--- src/shared/acc_pkg.sv ---
package acc_pkg;
  // APB byte addresses of the block's registers
  localparam logic [7:0] ACC_OFF_CTRL     = 8'h00;
  localparam logic [7:0] ACC_OFF_IRQ_STAT = 8'h04;
  localparam logic [7:0] ACC_OFF_IRQ_MASK = 8'h08;
  // Control register field positions
  localparam int ACC_BIT_ENABLE  = 7;
  localparam int ACC_BIT_REFSEL  = 6;
  localparam int ACC_BIT_FLAG    = 5;
  localparam int ACC_BIT_IE      = 4;
  localparam int ACC_BIT_LEVEL   = 3;
  localparam int ACC_BIT_OPE     = 2;
  localparam int ACC_EDGE_HI     = 1;
  localparam int ACC_EDGE_LO     = 0;
  // Interrupt status / mask layout
  localparam int ACC_IRQ_EVENT   = 0;
  localparam int ACC_IRQ_W       = 1;
  // Reset values
  localparam logic [7:0] ACC_CTRL_RST = 8'h00;
  localparam logic [0:0] ACC_MASK_RST = 1'h0;
  // Edge select encodings
  localparam logic [1:0] ACC_MODE_FALL0 = 2'h0;
  localparam logic [1:0] ACC_MODE_RISE  = 2'h1;
  localparam logic [1:0] ACC_MODE_FALL2 = 2'h2;
  localparam logic [1:0] ACC_MODE_BOTH  = 2'h3;
  // Power state encodings
  typedef enum logic [2:0] {
    ACC_PWR_RUN   = 3'h1,
    ACC_PWR_LIGHT = 3'h2,
    ACC_PWR_DEEP  = 3'h4
  } acc_pwr_t;
endpackage

--- src/core/acc_top.sv ---
`timescale 1ns/1ps
// What this block does
// - Bit 7 turns the comparator on
// - Bit 6 picks pin or bandgap source
// - Bit 5 flag sets on selected edge
// - Writing one clears flag; zero keeps
// - Bit 4 enables interrupt from flag
// - Bit 3 reads level, zero when off
// - Bit 2 drives output onto pin
// - Modes 00,10 falling; 11 both edges
// - Keeps comparing during wait mode
// - Comparator disabled in every stop mode
// - Deep stop powers down, wakes reset
// - Light stop holds registers, no compares
// - Light stop reset exit resets; interrupt resumes
// - Debug mode does not suspend operation
// - One eight-bit status and control register, plus one-bit interrupt status and mask registers
// - Negative pin inverting; positive non-inverting
// - Output high when plus exceeds minus
module acc_top
  import acc_pkg::*;
(
  input  wire logic        pclk,           // Bus clock
  input  wire logic        presetn,        // Async reset, active low
  input  wire logic        psel,           // APB select
  input  wire logic        penable,        // APB access phase
  input  wire logic        pwrite,         // APB write
  input  wire logic [7:0]  paddr,          // APB byte address
  input  wire logic [31:0] pwdata,         // APB write data
  output logic      [31:0] prdata,         // APB read data
  output logic             pready,         // APB ready
  output logic             pslverr,        // APB error
  input  wire logic        wait_mode,      // Processor in wait
  input  wire logic        stop_light,     // Lightest stop mode active
  input  wire logic        stop_deep,      // Deepest stop mode active
  input  wire logic        debug_active,   // Background debug active
  input  wire logic        cmp_raw,        // Analog comparator decision, async
  output logic             cmp_power_on,   // Comparator powered
  output logic             ref_sel_bandgap,// 1 bandgap, 0 positive pin
  output logic             pos_pin_connect,// Positive pin on plus input
  output logic             neg_pin_connect,// Negative pin on minus input
  output logic             digital_out,    // Output pin data
  output logic             digital_out_oe_n,// Output pin enable, low drives
  output logic             cmp_irq,        // Compare-event interrupt request
  output logic             irq             // Masked status interrupt
);

  logic [7:0] ctrl_r;
  logic       flag_r;
  logic       sync1_r;
  logic       sync2_r;
  logic       level_r;
  logic       level_nxt;
  logic [7:0] ctrl_nxt;
  logic [1:0] warm_r;
  logic       primed_r;
  logic       dout_r;
  logic       stat_r;
  logic       mask_r;
  logic       deep_was_r;
  acc_pwr_t   pwr_r;
  acc_pwr_t   pwr_nxt;

  logic module_enable;
  logic edge_rise;
  logic edge_fall;
  logic event_hit;
  logic active;
  logic wr_en;
  logic rd_en;
  logic addr_ok;
  logic flag_clr;
  logic stat_clr;
  logic soft_reset;
  logic [1:0] edge_select_field;
  logic       sample_ok;
  logic       hit_ctrl;
  logic       hit_stat;
  logic       hit_mask;
  logic       ctrl_wr;
  logic       mask_wr;
  logic [31:0] rd_mux;

  assign module_enable     = ctrl_r[ACC_BIT_ENABLE];
  assign edge_select_field = ctrl_r[ACC_EDGE_HI:ACC_EDGE_LO];

  // Every field must fit the eight-bit register and no two may overlap.
  localparam int FIELD_POS [8] = '{ACC_BIT_ENABLE, ACC_BIT_REFSEL, ACC_BIT_FLAG, ACC_BIT_IE,
                                   ACC_BIT_LEVEL, ACC_BIT_OPE, ACC_EDGE_HI, ACC_EDGE_LO};
  for (genvar i = 0; i < 8; i++) begin : g_field_chk
    if (FIELD_POS[i] < 0 || FIELD_POS[i] > 7) begin : g_range
      $error("control field outside the eight-bit register");
    end
    for (genvar j = i + 1; j < 8; j++) begin : g_pair
      if (FIELD_POS[i] == FIELD_POS[j]) begin : g_clash
        $error("two control fields share one bit");
      end
    end
  end

  if (ACC_EDGE_HI != ACC_EDGE_LO + 1) begin : g_mode_chk
    $error("edge select field must be two adjacent bits");
  end

  if (ACC_IRQ_W != 1 || ACC_IRQ_EVENT != 0) begin : g_irq_chk
    $error("interrupt status layout must be a single bit zero");
  end

  // Power state follows the system mode inputs; deep stop wins.
  // Wait and debug need no decode here: neither one pauses the block.
  always_comb begin
    case ({stop_deep, stop_light})
      2'b00:   pwr_nxt = ACC_PWR_RUN;
      2'b01:   pwr_nxt = ACC_PWR_LIGHT;
      2'b10:   pwr_nxt = ACC_PWR_DEEP;
      2'b11:   pwr_nxt = ACC_PWR_DEEP;
      default: pwr_nxt = ACC_PWR_RUN;
    endcase
  end

  always_ff @(posedge pclk or negedge presetn) begin
    if (!presetn) begin
      pwr_r <= ACC_PWR_RUN;
    end else begin
      pwr_r <= pwr_nxt;
    end
  end

  // Wait and debug leave the comparator running; only stop halts it.
  always_comb begin
    case (pwr_r)
      ACC_PWR_RUN:   active = module_enable;
      ACC_PWR_LIGHT: active = 1'b0;
      ACC_PWR_DEEP:  active = 1'b0;
      default:       active = 1'b0;
    endcase
  end

  // Leaving deep stop restores the reset state, as if powered down.
  always_ff @(posedge pclk or negedge presetn) begin
    if (!presetn) begin
      deep_was_r <= 1'b0;
    end else begin
      deep_was_r <= (pwr_r == ACC_PWR_DEEP);
    end
  end

  assign soft_reset = deep_was_r && (pwr_r != ACC_PWR_DEEP);

  // Two-flop synchroniser; sync1_r feeds only sync2_r.
  always_ff @(posedge pclk or negedge presetn) begin
    if (!presetn) begin
      sync1_r <= 1'b0;
      sync2_r <= 1'b0;
    end else begin
      sync1_r <= cmp_raw;
      sync2_r <= sync1_r;
    end
  end

  // A powered-down stage leaves junk in the synchroniser; after every
  // power-up, wait until both flops hold fresh decisions before sampling.
  always_ff @(posedge pclk or negedge presetn) begin
    if (!presetn) begin
      warm_r <= 2'h0;
    end else if (!active) begin
      warm_r <= 2'h0;
    end else if (warm_r != 2'h2) begin
      warm_r <= warm_r + 2'h1;
    end
  end

  assign sample_ok = active && (warm_r == 2'h2);

  // Sampled level is frozen outside run so light stop resumes cleanly.
  always_comb begin
    level_nxt = level_r;
    if (soft_reset || !module_enable) begin
      level_nxt = 1'b0;
    end else if (sample_ok) begin
      level_nxt = sync2_r;
    end
  end

  always_ff @(posedge pclk or negedge presetn) begin
    if (!presetn) begin
      level_r <= 1'b0;
    end else begin
      level_r <= level_nxt;
    end
  end

  // The first sample after enable only seeds the history, so a comparator
  // that is already high does not look like a rising edge.
  always_ff @(posedge pclk or negedge presetn) begin
    if (!presetn) begin
      primed_r <= 1'b0;
    end else if (soft_reset || !module_enable) begin
      primed_r <= 1'b0;
    end else if (sample_ok) begin
      primed_r <= 1'b1;
    end
  end

  // Fresh sample against the held one: one pulse per change, never repeated.
  assign edge_rise = sample_ok && primed_r && sync2_r && !level_r;
  assign edge_fall = sample_ok && primed_r && !sync2_r && level_r;

  always_comb begin
    case (edge_select_field)
      ACC_MODE_FALL0: event_hit = edge_fall;
      ACC_MODE_RISE:  event_hit = edge_rise;
      ACC_MODE_FALL2: event_hit = edge_fall;
      ACC_MODE_BOTH:  event_hit = edge_rise || edge_fall;
      default:        event_hit = 1'b0;
    endcase
  end

  // APB: zero wait states; unmapped addresses answer with an error.
  // No wait states keeps the master simple; every access ends in one cycle.
  assign pready   = 1'b1;
  assign hit_ctrl = (paddr == ACC_OFF_CTRL);
  assign hit_stat = (paddr == ACC_OFF_IRQ_STAT);
  assign hit_mask = (paddr == ACC_OFF_IRQ_MASK);
  assign addr_ok  = hit_ctrl || hit_stat || hit_mask;
  assign pslverr  = psel && penable && !addr_ok;
  assign wr_en    = psel && penable && pwrite;
  assign rd_en    = psel && !penable && !pwrite;
  assign ctrl_wr  = wr_en && hit_ctrl;
  assign mask_wr  = wr_en && hit_mask;

  // Write one to clear; a zero leaves the bit alone.
  assign flag_clr = ctrl_wr && pwdata[ACC_BIT_FLAG];
  assign stat_clr = wr_en && hit_stat && pwdata[ACC_IRQ_EVENT];

  // Control bits; the flag and level positions hold no state here.
  always_comb begin
    ctrl_nxt = ctrl_r;
    if (soft_reset) begin
      ctrl_nxt = ACC_CTRL_RST;
    end else if (ctrl_wr) begin
      ctrl_nxt = pwdata[7:0] & 8'hD7;
    end
  end

  always_ff @(posedge pclk or negedge presetn) begin
    if (!presetn) begin
      ctrl_r <= ACC_CTRL_RST;
    end else begin
      ctrl_r <= ctrl_nxt;
    end
  end

  // Pin data comes from a flop fed by the next register values, so it
  // lines up with the pin enable without a combinational path to the pin.
  always_ff @(posedge pclk or negedge presetn) begin
    if (!presetn) begin
      dout_r <= 1'b0;
    end else begin
      dout_r <= ctrl_nxt[ACC_BIT_OPE] && level_nxt;
    end
  end

  // A new event in the clear cycle wins over the clear.
  always_ff @(posedge pclk or negedge presetn) begin
    if (!presetn) begin
      flag_r <= 1'b0;
    end else if (soft_reset) begin
      flag_r <= 1'b0;
    end else if (event_hit) begin
      flag_r <= 1'b1;
    end else if (flag_clr) begin
      flag_r <= 1'b0;
    end
  end

  // Status mirrors the flag for the masked line; set beats clear here too.
  always_ff @(posedge pclk or negedge presetn) begin
    if (!presetn) begin
      stat_r <= 1'b0;
    end else if (soft_reset) begin
      stat_r <= 1'b0;
    end else if (event_hit) begin
      stat_r <= 1'b1;
    end else if (stat_clr) begin
      stat_r <= 1'b0;
    end
  end

  // The mask only gates the line; the status bit records events regardless.
  always_ff @(posedge pclk or negedge presetn) begin
    if (!presetn) begin
      mask_r <= ACC_MASK_RST;
    end else if (soft_reset) begin
      mask_r <= ACC_MASK_RST;
    end else if (mask_wr) begin
      mask_r <= pwdata[ACC_IRQ_EVENT];
    end
  end

  // Read data is registered in the setup cycle, stable in access.
  // Unmapped offsets read as zero.
  always_comb begin
    rd_mux = 32'h0000_0000;
    case (paddr)
      ACC_OFF_CTRL: begin
        rd_mux[7:0]           = ctrl_r;
        rd_mux[ACC_BIT_FLAG]  = flag_r;
        rd_mux[ACC_BIT_LEVEL] = level_r;
      end
      ACC_OFF_IRQ_STAT: rd_mux[ACC_IRQ_EVENT] = stat_r;
      ACC_OFF_IRQ_MASK: rd_mux[ACC_IRQ_EVENT] = mask_r;
      default:          rd_mux = 32'h0000_0000;
    endcase
  end

  always_ff @(posedge pclk or negedge presetn) begin
    if (!presetn) begin
      prdata <= 32'h0000_0000;
    end else if (rd_en) begin
      prdata <= rd_mux;
    end
  end

  // Pin routing follows the source select; the minus pin is always on.
  assign cmp_power_on     = active;
  assign ref_sel_bandgap  = ctrl_r[ACC_BIT_REFSEL];
  assign pos_pin_connect  = !ctrl_r[ACC_BIT_REFSEL];
  assign neg_pin_connect  = 1'b1;
  assign digital_out      = dout_r;
  assign digital_out_oe_n = !ctrl_r[ACC_BIT_OPE];
  // Both requests are levels that stand until software clears the cause.
  assign cmp_irq          = ctrl_r[ACC_BIT_IE] && flag_r;
  assign irq              = stat_r && mask_r;

endmodule // acc_top

--- config.mk ---
export PLATFORM = sky130hd
export DESIGN_NAME = acc_top
export DESIGN_NICKNAME = d
export VERILOG_FILES = /design/src/shared/acc_pkg.sv /design/src/core/acc_top.sv
export SDC_FILE = /design/constraint.sdc
export NUM_CORES = 1
export LEC_CHECK = 0
export BUFFER_PORTS_ARGS = -buffer_cell sky130_fd_sc_hd__buf_2
export CELL_PAD_IN_SITES_DETAIL_PLACEMENT = 0
export CELL_PAD_IN_SITES_GLOBAL_PLACEMENT = 1
export CORE_MARGIN = 1
export CORE_UTILIZATION = 25
export CTS_BUF_LIST = sky130_fd_sc_hd__clkbuf_8
export CTS_CLUSTER_DIAMETER = 30
export DETAILED_ROUTE_END_ITERATION = 8
export HOLD_SLACK_MARGIN = 0.03
export PLACE_DENSITY_LB_ADDON = 0.1
export SLEW_MARGIN = 25
export SYNTH_ARGS = -nofsm -noshare
export SYNTH_HDL_FRONTEND = slang
export SYNTH_SLANG_ARGS = --single-unit
--- constraint.sdc ---
create_clock -name pclk -period 1.3 [get_ports pclk]
set_input_delay 0.13 -clock pclk [delete_from_list [all_inputs] [get_ports pclk]]
set_output_delay 0.13 -clock pclk [all_outputs]
set_load 0.05 [all_outputs]
* Word-level counts from Yosys, hierarchy flattened *
Index checks and enable logic that the tools add are counted.

storage, ports and cells
  register bits after elaboration = 30
  logic and storage cells = 92
  output and inout bits = 42
  bits of input ports = 50

cells by class
  add/subtract/negate cells = 1
  eq/ne operators = 14
  reductions and logical operators = 42
  mux-type cells = 21

operators with widths
  cell                                            number
  logical AND 1 bit                               20
  2-to-1 mux 8 bit                                2
  2-to-1 mux 1 bit                                13
  == test 2 bit (second input constant)           5
  case mux 3 bit (3 select lines)                 1
  == test 8 x 3 -> 1 bit (second input constant)  1
  == test 8 x 4 -> 1 bit (second input constant)  1
  logical NOT 1 bit                               8
  logical NOT 8 bit                               1
  2-to-1 mux 7 bit                                1
  case mux 1 bit (3 select lines)                 2
  nonzero test 2 bit                              3
  nonzero test 3 bit                              2
  == test 2 x 1 -> 1 bit (second input constant)  2
  logical NOT 2 bit                               2
  logical OR 1 bit                                4
  2-to-1 mux 2 bit                                2
  OR reduction 2 bit                              2
  == test 3 x 1 -> 1 bit (second input constant)  1
  == test 3 bit (second input constant)           1
  != test 3 bit (second input constant)           1
  adder 2 x 1 -> 2 bit (second input constant)    1
  != test 2 x 1 -> 1 bit (second input constant)  1
  != test 2 bit (second input constant)           1

* Longest topological paths before layout *
  word-level depth = 10
  mapped depth = 5
  gate-level depth less buffers = 5

* Worst setup path after synthesis *
OpenSTA, ideal clock, no wires.

  path type = register to register
  start point = reg pwr_r[0]
  end point = reg dout_r, in the netlist digital_out
  required time = 1173 ps
  arrival time = 1504 ps
  library setup time = 127 ps
  path slack = -331 ps
  stages on the path, launching flop included = 6
  buffers on the path = 0
  period minus slack after synthesis = 1631 ps
  cells stage by stage = dfstp_2 nand4bb_1 inv_1 and2_1 mux2i_1 nor3_1

between the ends
  word-level cells in the longest chain between the ends = 6
  elaborated cells between the ends (all ways) = 10
  classes of those cells = 2 x eq/ne; 4 x mux; 4 x reduce/logical

RTL lines
  what                    RTL line        RTL
  start, declared         acc_top.sv:61   acc_pwr_t pwr_r;
  start signal, assigned  acc_top.sv:125  pwr_r <= pwr_nxt;
  == test 3 x 1 -> 1 bit  acc_top.sv:131  case (pwr_r)
  2-to-1 mux 1 bit        acc_top.sv:131
  via cmp_power_on        acc_top.sv:38   output logic cmp_power_on,
  logical AND 1 bit       acc_top.sv:173  assign sample_ok = active && (warm_r == 2'h2);
  2-to-1 mux 1 bit        acc_top.sv:180  end else if (sample_ok) begin
  2-to-1 mux 1 bit        acc_top.sv:178  if (soft_reset || !module_enable) begin
  logical AND 1 bit       acc_top.sv:260  dout_r <= ctrl_nxt[ACC_BIT_OPE] && level_nxt;
  end signal, assigned    acc_top.sv:260
  end, declared           acc_top.sv:57   logic dout_r;

The timed path passes the listed nets, and every way through them passes these cells.
A chain may end at the register's enable or synchronous reset.

* Worst setup path after layout *
  start point = reg pwr_r[0]
  end point = out cmp_power_on

between the ends
  word-level cells in the longest chain between the ends = 2

RTL lines
  what                    RTL line
  == test 3 x 1 -> 1 bit  acc_top.sv:131
  2-to-1 mux 1 bit        acc_top.sv:131
  end, declared           acc_top.sv:38

Every way passes these cells.

==> impl_results.md <==
- Fin crit period: 1.39 ns
- Final setup vio count: 3
- Synth unique cells: 32
- CP Launch Type: flop
- Crit path DAT: 1.26 ns
- Drt drc: 0
- Top cells by area, synth: dfrtp_1 47%, buf_4 14%, mux2i_1 6.3%
- Netlist Area Pre-Place: 0.00144 mm2
- Prevailing post-synth register cell: dfrtp_1
- Max Cap Viol: 0
- Failing checks: setup timing
- Grt ovf: 0
- Leak Pwr: 1.04 nW
- Core ar.: 0.00551 mm2
- Avg Inst Size Synth: 10.6 um2
- Via/cell ratio: 3.95
- Area grow syn2layout: 33.0%
- Initial antenna violation count: 0
- Port-buffer cells: 38
- IO Count: 92
- Die height: 77.8 um
- Internal power: 1.16 mW
- Fin Hold WS: 0.100 ns
- Yosys reg bits: 28
- Worst Skew: 0.00508 ns
- H-tree lvl count: 1
- Count of clock tree sinks: 28
- Syn Inst Count: 135
- GRT Total Usage: 10.4%
- PnR worst setup slack: -0.0917 ns
- Fin util: 34.7%
- Worst-path clk slew: 0.09 ns
- Sequential-to-total area share from yosys stat: 48.9%
- Peak fanout along the critical path: 2
- Setup Crit Path Kind: flop to primary output
- Vias: 1062
- Cts bufs inserted: 3
- Worst setup EP type: primary output
- Vias in the first global route: 1028
- Most frequent cell after synthesis: dfrtp_1
- Max-slew violation count: 0
- Sequential Power Share: 53.5%
- Clk pwr share: 28.1%
- Final net count: 249
- Logic pwr share: 18.3%
- Fmax achieved: 0.719 GHz
- Placed Cells incl. Taps: 257
- Clk_lat worst skew: 0.27 ns
- Psw: 0.502 mW
- Max VDD drop: 0.509 mV
- Worst Max-Slew Pin Slew: 0.633 ns
- Clock buffer depth: 2
- CTS root buffer: clkbuf_8
- Global-route wire length before repair: 4900 um
- Async S/R FF share, synth: 100%
- Synth Warn #: 0
- Tcrit/Tclk final: 107%
- Die width: 77.8 um
- Post-synth EDFFs: 0
- Layout cells sized above 1: 38.1%
- Row cnt: 27
- Share of the synthesized area in the top cell type: 47.1%
- Final ANT Viol Nets: 0
- Iteration-0 DRC count of the detailed router: 35
- TritonCTS clock tree: yes
- Slew headroom: 57.8%
- Initial Utilization: 26.1%
- WL/cell: 10.9 um
- CP required: 1.17 ns
- Fin cells: 269
- Most frequent cells after synthesis: 27 x dfrtp_1, 26 x buf_4, 17 x nor2_1
- ANT cells: 0
- TritonRoute pass-1 iters: 4
- Worst Hold Class: primary input to flop
- Die Area: 0.00605 mm2
- Hpwl dp: 2240 um
- Status: finished with violations
- RSZ-0062 raised after global routing: yes
- Largest net degree at the start of global routing: 29
- Placer Congestion: 0.711
- Cell area power density: 870 mW/mm2
- Net Sw Frac: 30.2%
- Synth area leader: dfrtp_1
- Post-Route WL: 2940 um
- Final Hold Violating Endpoints: 0
==> layout by cell type (no fill, tap or decap), drive strengths merged, types with 3 or more instances in the layout <==
master and n:
a22o 7, dlygate4sd3 5, nand3 3, inv 5, nor2b 3, nand2 7, mux2i 9, conb 26
clkbuf 3, nor2 17, nand4 3, and2 3, dfrtp 27, buf 58
==> what timing repair did <==
| item | in CTS | in global routing |
|---|---|---|
| gates resized for setup | 6 | 9 |
| setup buffers | 1 | 2 |
| hold buffers | 5 | 0 |
| endpoints found under the hold margin | 31 | 0 |
| pin swaps | 1 | 2 |
| endpoints found under the setup margin | 11 | 7 |
==> flip-flops by register name, indices dropped and copies added, names as in the netlist, 2 cells and up <==
| signal | flops |
|---|---|
| prdata | 8 |
| warm_r | 2 |
| pwr_r | 3 |
| ctrl_r | 6 |
==> final cells by class <==
class / instances / area, um2
Clock buffer: 3 / 41.3
Clock inverter: 1 / 3.75
Fill cell: 586 / 3600
Inverter: 5 / 23.8
Multi-Input combinational cell: 97 / 638
Sequential cell: 28 / 702
Tap cell: 72 / 90.1
Timing Repair Buffer: 63 / 410
==> routing by layer <==
metal	global-route usage [%]	vias up	wire (um)
li1	-	533	-
met3	3.41	2	190
met4	1.70	0	11
met2	17.7	34	1420
met1	12.9	493	1310
met5	0	-	0
==> through the flow <==
| step | setup slack, ns | setup TNS (ns) | power [mW] | cell area (um2) |
|---|---|---|---|---|
| after floorplan | -0.0653 | -0.120 | 1.17 | 1550 |
| after global placement | -0.147 | -1.05 | 1.19 | 1740 |
| after detailed placement | -0.152 | -1.27 | 1.19 | 1740 |
| after CTS | -0.117 | -0.228 | 1.68 | 1870 |
| after global routing | -0.136 | -0.409 | 1.74 | 1910 |
| final | -0.0917 | -0.160 | 1.66 | 1910 |
==> kinds of logic (layout without fill, tap and decap cells) <==
kind of cell / Yosys count / count (layout) / share of synthesized area (%)
other: 2 / 26 / 0.523
multiplexers: 9 / 9 / 6.28
buffers and inverters: 34 / 72 / 16.2
XOR/XNOR: 1 / 1 / 0.610
flip-flops: 28 / 28 / 48.9
AO/OA/AOI/OAI: 13 / 13 / 6.89
adder cells (fa/ha/maj): 1 / 1 / 0.872
AND/OR/NAND/NOR: 47 / 47 / 19.7
==> worst paths after layout <==
kind,to,slack (ns),cells after the start,from
worst min register to register,sync2_r$_DFF_PN0_,0.36,0,sync1_r$_DFF_PN0_
worst max-delay path,cmp_power_on,-0.09,4,pwr_r[0]$_DFF_PN1_
min in group asynchronous,prdata[0]$_DFFE_PN0P_,0.40,2,presetn
max in group asynchronous,level_r$_DFF_PN0_,0.48,2,presetn
worst max register to register,digital_out$_DFF_PN0_,-0.05,5,pwr_r[0]$_DFF_PN1_
worst min-delay path,ctrl_r[4]$_DFFE_PN0P_,0.10,3,pwdata[4]
==> worst max-delay path, stage by stage (launching register included) <==
cell,delay [ns]
dfstp_2,0.57
nand4bb_4,0.14
clkinv_4,0.07
buf_6,0.09
buf_8,0.13
==> power by group through the flow <==
stage / logic (mW) / clock network (mW) / registers [mW]
after floorplan: 0.266 / 0 / 0.904
after global placement: 0.285 / 0 / 0.904
after detailed placement: 0.288 / 0 / 0.905
after CTS: 0.301 / 0.491 / 0.888
after global routing: 0.324 / 0.525 / 0.890
final: 0.304 / 0.467 / 0.889
No activity file was read; power rests on OpenSTA's default activity.
